<file path="src/pwrseq_defs.svh">
`ifndef PWRSEQ_DEFS_SVH
`define PWRSEQ_DEFS_SVH

// Debounce time in microseconds and derived cycle count at 200 MHz
`define PWRSEQ_CLK_MHZ 200
`define PWRSEQ_DEBOUNCE_US 10
`define PWRSEQ_DEBOUNCE_CYC (`PWRSEQ_DEBOUNCE_US * `PWRSEQ_CLK_MHZ)
// Settle time for module supplies and for carrier supplies, microseconds
`define PWRSEQ_SETTLE_US 100
`define PWRSEQ_SETTLE_CYC (`PWRSEQ_SETTLE_US * `PWRSEQ_CLK_MHZ)
`define PWRSEQ_CNT_W 16

`endif

</file>
<file path="src/pwrseq_pkg.sv">
`default_nettype none
package pwrseq_pkg;
   typedef enum logic [2:0] {
      ST_OFF      = 3'h0,
      ST_MOD_PWR  = 3'h1,
      ST_WAIT_BTN = 3'h2,
      ST_CARRIER  = 3'h3,
      ST_RUN      = 3'h4,
      ST_SUSPEND  = 3'h5
   } seq_state_t;

   // Debounced carrier-side inputs, all active high after inversion
   typedef struct packed {
      logic power_good;
      logic reset_req;
      logic button;
   } carrier_in_t;
endpackage : pwrseq_pkg
`default_nettype wire

</file>
<file path="src/module_power_up_sequencer.sv">
// Notes on behaviour
// Module power on only while fault line high
// Carrier holds fault line low until stable
// Await button event before carrier power
// Carrier power: assert supply enable and standby
// Release reset after carrier power, then boot
// Supply enable active high, after own supplies
// Standby low signals suspend entry
// Carrier may drop supplies in standby
// Reset request low forces module reset
// Reset output held low during sequencing
// Button wakes from or shuts to S5
// Synchronise and debounce carrier inputs
`include "pwrseq_defs.svh"
`default_nettype none
module module_power_up_sequencer #(
   parameter int DEBOUNCE_CYC = `PWRSEQ_DEBOUNCE_CYC,
   parameter int SETTLE_CYC = `PWRSEQ_SETTLE_CYC,
   parameter bit BUTTON_USED = 1'b1
) (
   input wire logic i_sys_clk,               // 200 MHz clock
   input wire logic i_rst,                   // Sync reset, active high
   input wire logic i_input_power_fault_n,   // Low: input supply not good
   input wire logic i_reset_request_n,       // Carrier reset request, low active
   input wire logic i_power_button_n,        // Carrier power button, low active
   input wire logic i_suspend_req,           // Enter suspend, same clock domain
   output logic o_module_power_en,           // Module internal regulators on
   output logic o_carrier_supply_enable,     // Carrier main power, high active
   output logic o_carrier_standby_n,         // Low while suspended
   output logic o_reset_out_n,               // Module reset to carrier
   output logic o_power_button_event_n       // One-cycle low on debounced press
);
   localparam int CW = `PWRSEQ_CNT_W;

   // Boot states: reset released toward the carrier
   function automatic logic is_booted(input pwrseq_pkg::seq_state_t s);
      return s == pwrseq_pkg::ST_RUN || s == pwrseq_pkg::ST_SUSPEND;
   endfunction : is_booted

   // two-flop synchronisers
   // Pins are asynchronous here; the flops need no reset as reset outlasts them
   logic [2:0] meta_q, sync_q;
   always_ff @(posedge i_sys_clk) begin
      meta_q <= {~i_input_power_fault_n, ~i_reset_request_n, ~i_power_button_n};
      sync_q <= meta_q;
   end

   // debounce, level taken once stable for DEBOUNCE_CYC
   pwrseq_pkg::carrier_in_t deb_q;
   logic [2:0] deb_bits;
   assign deb_bits = {~deb_q.power_good, deb_q.reset_req, deb_q.button};
   logic [2:0] deb_next;
   // Counter restarts whenever the pin agrees again, so a short glitch leaves no trace
   for (genvar g = 0; g < 3; g++) begin : g_deb
      logic [CW-1:0] cnt_q;
      wire differs = sync_q[g] != deb_bits[g];
      wire stable = cnt_q == CW'(DEBOUNCE_CYC - 1);
      always_ff @(posedge i_sys_clk) begin
         if (i_rst || !differs) begin
            cnt_q <= '0;
         end else if (!stable) begin
            cnt_q <= cnt_q + CW'(1);
         end
      end
      assign deb_next[g] = (differs && stable) ? sync_q[g] : deb_bits[g];
   end
   always_ff @(posedge i_sys_clk) begin
      if (i_rst) begin
         deb_q <= '0;
      end else begin
         deb_q <= '{power_good: ~deb_next[2], reset_req: deb_next[1], button: deb_next[0]};
      end
   end

   logic btn_prev_q;
   always_ff @(posedge i_sys_clk) begin
      if (i_rst) begin
         btn_prev_q <= 1'b0;
      end else begin
         btn_prev_q <= deb_q.button;
      end
   end
   wire btn_press = deb_q.button && !btn_prev_q;

   pwrseq_pkg::seq_state_t state_q, state_d;
   logic [CW-1:0] tmr_q;
   wire tmr_done = tmr_q == CW'(SETTLE_CYC - 1);
   // fault low or R9: reset request forces back to off
   // Outranks every state, suspend included, so a cut supply always restarts
   wire force_off = !deb_q.power_good || deb_q.reset_req;

   always_comb begin
      state_d = state_q;
      case (state_q)
         pwrseq_pkg::ST_OFF: begin
            if (deb_q.power_good && !deb_q.reset_req) begin
               state_d = pwrseq_pkg::ST_MOD_PWR;
            end
         end
         // carrier enabled only after own supplies settle
         pwrseq_pkg::ST_MOD_PWR: begin
            if (tmr_done) begin
               state_d = BUTTON_USED ? pwrseq_pkg::ST_WAIT_BTN : pwrseq_pkg::ST_CARRIER;
            end
         end
         // wait for press before carrier power; R11 wake from S5
         pwrseq_pkg::ST_WAIT_BTN: begin
            if (btn_press) begin
               state_d = pwrseq_pkg::ST_CARRIER;
            end
         end
         // release reset once carrier supplies settle
         pwrseq_pkg::ST_CARRIER: begin
            if (tmr_done) begin
               state_d = pwrseq_pkg::ST_RUN;
            end
         end
         // press shuts down to soft off
         pwrseq_pkg::ST_RUN: begin
            if (BUTTON_USED && btn_press) begin
               state_d = pwrseq_pkg::ST_WAIT_BTN;
            end else if (i_suspend_req) begin
               state_d = pwrseq_pkg::ST_SUSPEND;
            end
         end
         pwrseq_pkg::ST_SUSPEND: begin
            if (!i_suspend_req || btn_press) begin
               state_d = pwrseq_pkg::ST_RUN;
            end
         end
         // Unused codes fall back to off, the safe side for the carrier
         default: state_d = pwrseq_pkg::ST_OFF;
      endcase
      if (force_off) begin
         state_d = pwrseq_pkg::ST_OFF;
      end
   end

   always_ff @(posedge i_sys_clk) begin
      if (i_rst) begin
         state_q <= pwrseq_pkg::ST_OFF;
         tmr_q <= '0;
      end else begin
         state_q <= state_d;
         // One timer serves both settle phases; it restarts on every state change
         tmr_q <= (state_d != state_q || tmr_done) ? '0 : tmr_q + CW'(1);
      end
   end

   // Decoded outputs, registered so nothing glitches toward the carrier
   wire st_on = state_d != pwrseq_pkg::ST_OFF;
   wire booted = is_booted(state_d);
   wire carrier_on = state_d == pwrseq_pkg::ST_CARRIER || booted;
   always_ff @(posedge i_sys_clk) begin
      if (i_rst) begin
         // Carrier unpowered and module held in reset
         o_module_power_en <= 1'b0;
         o_carrier_supply_enable <= 1'b0;
         o_carrier_standby_n <= 1'b0;
         o_reset_out_n <= 1'b0;
         o_power_button_event_n <= 1'b1;
      end else begin
         // regulators on in every state except off, so a reset request also drops them
         o_module_power_en <= st_on;
         // both carrier controls together
         o_carrier_supply_enable <= carrier_on;
         // standby low in suspend
         o_carrier_standby_n <= carrier_on && state_d != pwrseq_pkg::ST_SUSPEND;
         // reset held until running
         o_reset_out_n <= booted;
         o_power_button_event_n <= !btn_press;
      end
   end

   // reset released only with carrier power up
   chk_reset_after_carrier: assert property (@(posedge i_sys_clk) disable iff (i_rst)
      o_reset_out_n |-> o_carrier_supply_enable) else $error("reset released without carrier power");
   chk_fault_drops_power: assert property (@(posedge i_sys_clk) disable iff (i_rst)
      !deb_q.power_good |=> !o_module_power_en) else $error("power on with fault");
   chk_carrier_needs_module: assert property (@(posedge i_sys_clk) disable iff (i_rst)
      o_carrier_supply_enable |-> o_module_power_en) else $error("carrier before module");
   chk_standby_pairs: assert property (@(posedge i_sys_clk) disable iff (i_rst)
      o_carrier_standby_n |-> o_carrier_supply_enable) else $error("standby without supply");
   chk_reset_req_resets: assert property (@(posedge i_sys_clk) disable iff (i_rst)
      deb_q.reset_req |=> !o_reset_out_n) else $error("reset request ignored");
   chk_suspend_standby: assert property (@(posedge i_sys_clk) disable iff (i_rst)
      state_q == pwrseq_pkg::ST_SUSPEND |-> !o_carrier_standby_n) else $error("suspend not shown");
   chk_seq_holds_reset: assert property (@(posedge i_sys_clk) disable iff (i_rst)
      (state_q == pwrseq_pkg::ST_MOD_PWR || state_q == pwrseq_pkg::ST_CARRIER) |-> !o_reset_out_n)
      else $error("reset released while sequencing");
   chk_button_wakes: assert property (@(posedge i_sys_clk) disable iff (i_rst)
      (state_q == pwrseq_pkg::ST_WAIT_BTN && !btn_press && !force_off) |=> state_q == pwrseq_pkg::ST_WAIT_BTN)
      else $error("left soft off without press");
   chk_debounce_hold: assert property (@(posedge i_sys_clk) disable iff (i_rst)
      $changed(deb_q.button) |-> $past(sync_q[0]) == deb_q.button) else $error("debounce took wrong level");
   chk_shutdown: assert property (@(posedge i_sys_clk) disable iff (i_rst)
      (state_q == pwrseq_pkg::ST_RUN && btn_press && !force_off && BUTTON_USED) |=> !o_carrier_supply_enable)
      else $error("button did not shut down");

   // supply enable and standby rise together
   chk_carrier_pair: assert property (@(posedge i_sys_clk) disable iff (i_rst)
      $rose(o_carrier_supply_enable) |-> o_carrier_standby_n) else $error("carrier controls not paired");
   // boot only from a powered carrier
   chk_boot_after_power: assert property (@(posedge i_sys_clk) disable iff (i_rst)
      $rose(o_reset_out_n) |-> $past(o_carrier_supply_enable)) else $error("boot without carrier power");
   // button event lasts one cycle
   chk_event_pulse: assert property (@(posedge i_sys_clk) disable iff (i_rst)
      !o_power_button_event_n |=> o_power_button_event_n) else $error("button event too long");
   // nothing powered in off state
   chk_off_unpowered: assert property (@(posedge i_sys_clk) disable iff (i_rst)
      state_q == pwrseq_pkg::ST_OFF |-> !o_module_power_en && !o_carrier_supply_enable) else $error("power while off");
   // carrier stays off awaiting press
   chk_wait_no_carrier: assert property (@(posedge i_sys_clk) disable iff (i_rst)
      state_q == pwrseq_pkg::ST_WAIT_BTN |-> !o_carrier_supply_enable) else $error("carrier on before press");
   // suspend keeps supply on and reset released
   chk_suspend_powered: assert property (@(posedge i_sys_clk) disable iff (i_rst)
      state_q == pwrseq_pkg::ST_SUSPEND |-> o_carrier_supply_enable && o_reset_out_n) else $error("suspend lost power");

   // Main scenarios

   cov_boot: cover property (@(posedge i_sys_clk) $rose(o_reset_out_n));
   cov_suspend: cover property (@(posedge i_sys_clk) $fell(o_carrier_standby_n) && o_carrier_supply_enable);
   cov_shutdown: cover property (@(posedge i_sys_clk) $fell(o_carrier_supply_enable) && o_module_power_en);
   cov_fault: cover property (@(posedge i_sys_clk) $fell(o_module_power_en));
   cov_reset_request: cover property (@(posedge i_sys_clk) $fell(o_reset_out_n) && deb_q.reset_req);
endmodule : module_power_up_sequencer
`default_nettype wire

</file>
<file path="config.mk">
export PLATFORM = sky130hd
export DESIGN_NAME = module_power_up_sequencer
export DESIGN_NICKNAME = d
export VERILOG_FILES = /design/src/pwrseq_pkg.sv /design/src/module_power_up_sequencer.sv
export VERILOG_INCLUDE_DIRS = /design/src /design/src/src
export SDC_FILE = /design/constraint.sdc
export NUM_CORES = 1
export LEC_CHECK = 0
export BUFFER_PORTS_ARGS = -buffer_cell sky130_fd_sc_hd__buf_4
export CORE_MARGIN = 5
export CORE_UTILIZATION = 45
export CTS_BUF_LIST = sky130_fd_sc_hd__clkbuf_4
export CTS_CLUSTER_SIZE = 12
export DETAILED_ROUTE_END_ITERATION = 12
export PLACE_DENSITY = 0.67
export SETUP_SLACK_MARGIN = 0.05
export SLEW_MARGIN = 20
export SYNTH_ARGS = -nofsm -noshare
export SYNTH_HDL_FRONTEND = slang
export SYNTH_SLANG_ARGS = --single-unit
</file>
<file path="constraint.sdc">
create_clock -name i_sys_clk -period 2.2 [get_ports i_sys_clk]
set_input_delay 0.11 -clock i_sys_clk [delete_from_list [all_inputs] [get_ports i_sys_clk]]
set_output_delay 0.11 -clock i_sys_clk [all_outputs]
set_load 0.05 [all_outputs]
</file>
==> summary.txt <==
Clock tree
  – CTS tree: done
  – Cts bufs inserted: 9
  – Clock Path Buffers: 2
  – H-tree levels: 3
  – Clk pin slew, worst setup/hold paths: 0.14 ns
  – Root buffer cell: clkbuf_4
  – Clock Sinks: 82
  – Worst-Skew Late Latency: 0.42 ns
  – Post-CTS setup buffer count: 0

Synth
  – Syn Inst Count: 385
  – Sequential area share after synthesis: 46.8%
  – Syn avg cell area: 9.12 um2
  – Post-Syn Nets: 395
  – Ys flop type: dfxtp_1
  – Synth Cell Area: 0.00351 mm2
  – Synthesis-stage register bit count: 82
  – Async SR Flop Fraction: 0%
  – Count of cell types in the netlist: 43
  – Yosys warns: 0
  – Count of flip-flops with a built-in enable after synthesis: 0

Placed design
  – Detailed placer's ending HPWL: 3.99 mm
  – Final Wtd Congestion: 0.773
  – IO buf count: 10
  – Post-Place Cells: 487

Timing
  – Relative slew slack: 56.8%
  – Setup tns final: 0 ns
  – Tcrit/Tclk final: 93.2%
  – Minimum clock period: 2.05 ns
  – Fin. Hold Viols: 0
  – Final setup violation count: 0
  – Unrepaired setup endpoints after global routing: no
  – WHS: 0.0307 ns
  – Worst slew pin tran: 0.648 ns
  – Fin Clk Skew: 0.0145 ns
  – Max-slew violation count: 0
  – FMAX: 0.487 GHz

Route
  – Drt wl/cell: 11.6 um
  – Max layer used: met4
  – Drt pass-1 iters: 4
  – Met2 wire len: 2.68 mm
  – Number of remaining DRC errors: 0
  – Via density per instance: 5.02
  – Total wire length: 5.88 mm
  – WL met3: 233 um
  – Via count: 2552
  – Initial detailed-routing violation count: 88
  – Met1 WL: 2.89 mm
  – Post-route ant nets: 0

Power
  – Psw: 0.604 mW
  – PD cells: 621 mW/mm2
  – Max IR drop VDD: 0.388 mV
  – Leak: 1.39 nW
  – Sequential group share of total power: 63.5%
  – Pint: 1.78 mW
  – Gate power share: 2.8%
  – Switching Fraction: 25.3%
  – Share of total power in the clock network: 33.7%

Critical path
  – Worst reg2reg path endpoint: tmr_q[11]$_SDFF_PP0_
  – Worst Setup Path Type: register to register
  – Critical Path RT: 2.53 ns
  – Reg2reg setup slack: 0.15 ns
  – Critical path capture point type: register
  – Crit path launch type: register
  – Crit-path cells: or4bb_1 > or4_4 > nand3_2 > a2111o_2 > nor2_2
  – Max stage delay cell, worst path: or4_4
  – Max incr delay on CP: 0.55 ns
  – CP Data Arrival Time: 2.39 ns
  – CP Max Fanout: 8
  – RR Startpoint: tmr_q[11]$_SDFF_PP0_
  – R2r worst-path depth: 5

Global route
  – Vias in the first global route: 2405
  – Total global-route track usage: 12.8%
  – First-pass GRT wire length: 10.4 mm
  – Largest net degree at the start of global routing: 18
  – Total congestion overflow: 0
  – Initial antenna violation count: 0

Die
  – I/O pin total: 11
  – Die area: 0.00967 mm2
  – Die Height: 98.3 um
  – Rows: 32
  – Die W: 98.3 um
  – Core Area: 0.00765 mm2
  – Initial Utilization: 45.9%

Cells and area
  – Highest-count cells in the layout ignoring fill and taps: dfxtp_1, nor2_1, xor2_1
  – Layout cells sized above 1: 11.6%
  – Filler Cell Count: 728
  – FF+latch area: 0.00164 mm2
  – Synthesis-to-layout area growth: 9.44%
  – Final cell count without fillers: 508
  – Commonest non-fill, non-tap cell in the layout: dfxtp_1
  – Ant. Diodes: 0
  – Final Core Density: 50.2%
  – Final nets: 411
  – Multi-input gate area in the final layout: 0.00179 mm2

Run
  – Max_cap viols: 0

Outcome
  – Status: completed

Min path
  – Hold path depth: 4
  – Worst hold path startpoint: i_suspend_req
  – Hold WC Path Type: primary input to register
  – Worst hold endpoint: o_carrier_standby_n$_SDFF_PP0_
[worst max-delay path by stage]
stage                                 to  slack, ns                  from  cells after the start
finish              tmr_q[11]$_SDFF_PP0_       0.15  tmr_q[11]$_SDFF_PP0_                      5
global route        tmr_q[11]$_SDFF_PP0_       0.07  tmr_q[13]$_SDFF_PP0_                      5
CTS                  tmr_q[6]$_SDFF_PP0_       0.07   tmr_q[9]$_SDFF_PP0_                      5
detailed placement   tmr_q[6]$_SDFF_PP0_       0.11   tmr_q[9]$_SDFF_PP0_                      5
global placement     tmr_q[2]$_SDFF_PP0_       0.16   tmr_q[8]$_SDFF_PP0_                      5
floorplan           tmr_q[10]$_SDFF_PP0_       0.21   tmr_q[8]$_SDFF_PP0_                      6
[power by group through the flow]
stage,logic [mW],registers [mW],clock network (mW)
2_1_floorplan,0.0500,1.54,0
3_3_place_gp,0.0594,1.55,0
3_5_place_dp,0.0604,1.55,0
4_1_cts,0.0666,1.52,0.848
5_1_grt,0.0755,1.52,0.902
6_report,0.0670,1.51,0.805
[cell type report]
class                   instances  area share [%]
well taps                     102            3.32
clock buffers                   9            1.76
repair buffers                 14            3.00
clock inverters                 7            1.53
inverters                      12            1.17
flip-flops and latches         82            42.8
multi-input cells             282            46.5
[per-layer routing]
layer	global-route usage, %	vias up
met3	4.79	8
li1	-	1349
met1	15.7	1164
met5	0	-
met2	21.1	31
met4	3.57	0
[critical path, delay by kind of cell (launching register included)]
family / cells / cell delay (ns)
flops: 1 / 0.38
compound gates: 1 / 0.29
simple gates: 4 / 1.28
[what timing repair did]
| item | in CTS | in global routing |
|---|---|---|
| setup endpoints to repair | 0 | 16 |
| hold buffers | 4 | 0 |
| hold endpoints to repair | 9 | 0 |
| resized for setup | 0 | 2 |
[sequential cells by signal, indices dropped and copies added, names as in the netlist, named ones only]
signal and cells:
deb_bits 2, state_q 3, sync_q 3, g_deb.cnt_q 48
o_reset_out_n 1, meta_q 3, btn_prev_q 1, o_power_button_event_n 1
tmr_q 16, o_carrier_standby_n 1, o_module_power_en 1, o_carrier_supply_enable 1
[synth_stat cells (2+ instances only)]
| master | n | area, um2 |
|---|---|---|
| xor2_1 | 38 | 333 |
| o21ai_0 | 6 | 30.0 |
| nor2_2 | 10 | 62.6 |
| or4_1 | 2 | 15.0 |
| nor2b_1 | 4 | 25.0 |
| nand3_1 | 20 | 100 |
| nand2_1 | 29 | 109 |
| or4bb_1 | 2 | 22.5 |
| dfxtp_1 | 82 | 1640 |
| and4_1 | 7 | 61.3 |
| and2_1 | 4 | 25.0 |
| or3_1 | 4 | 25.0 |
| nand4_1 | 12 | 75.1 |
| o211ai_1 | 2 | 15.0 |
| a21oi_1 | 10 | 50.1 |
| nor3_1 | 13 | 65.1 |
| o31ai_1 | 3 | 22.5 |
| xnor2_1 | 18 | 158 |
| nor4_1 | 3 | 18.8 |
| inv_1 | 12 | 45.0 |
| clkbuf_1 | 8 | 30.0 |
| nor2_1 | 52 | 195 |
| mux2i_1 | 5 | 50.1 |
| nor3_2 | 2 | 20.0 |
| nand2b_1 | 7 | 43.8 |
| and3_1 | 10 | 62.6 |
| ha_1 | 4 | 50.1 |
[per-stage QoR]
stage / power [mW] / area (um2) / setup WS [ns]
floorplan: 1.59 / 3510 / 0.213
global placement: 1.61 / 3660 / 0.160
detailed placement: 1.61 / 3660 / 0.112
CTS: 2.43 / 3820 / 0.0736
global route: 2.50 / 3840 / 0.0684
finish: 2.39 / 3840 / 0.149
[kinds of logic after synthesis]
logic type,Yosys count,synth area share [%]
AOI/OAI and AO/OA,26,4.88
xor gates and xnor gates,56,14.0
adders and majority gates,4,1.43
buffers and inverters,22,2.85
DFF,82,46.8
muxes,5,1.43
and+or+nand+nor,190,28.7
Note: power is estimated with default switching activity, not from simulation.
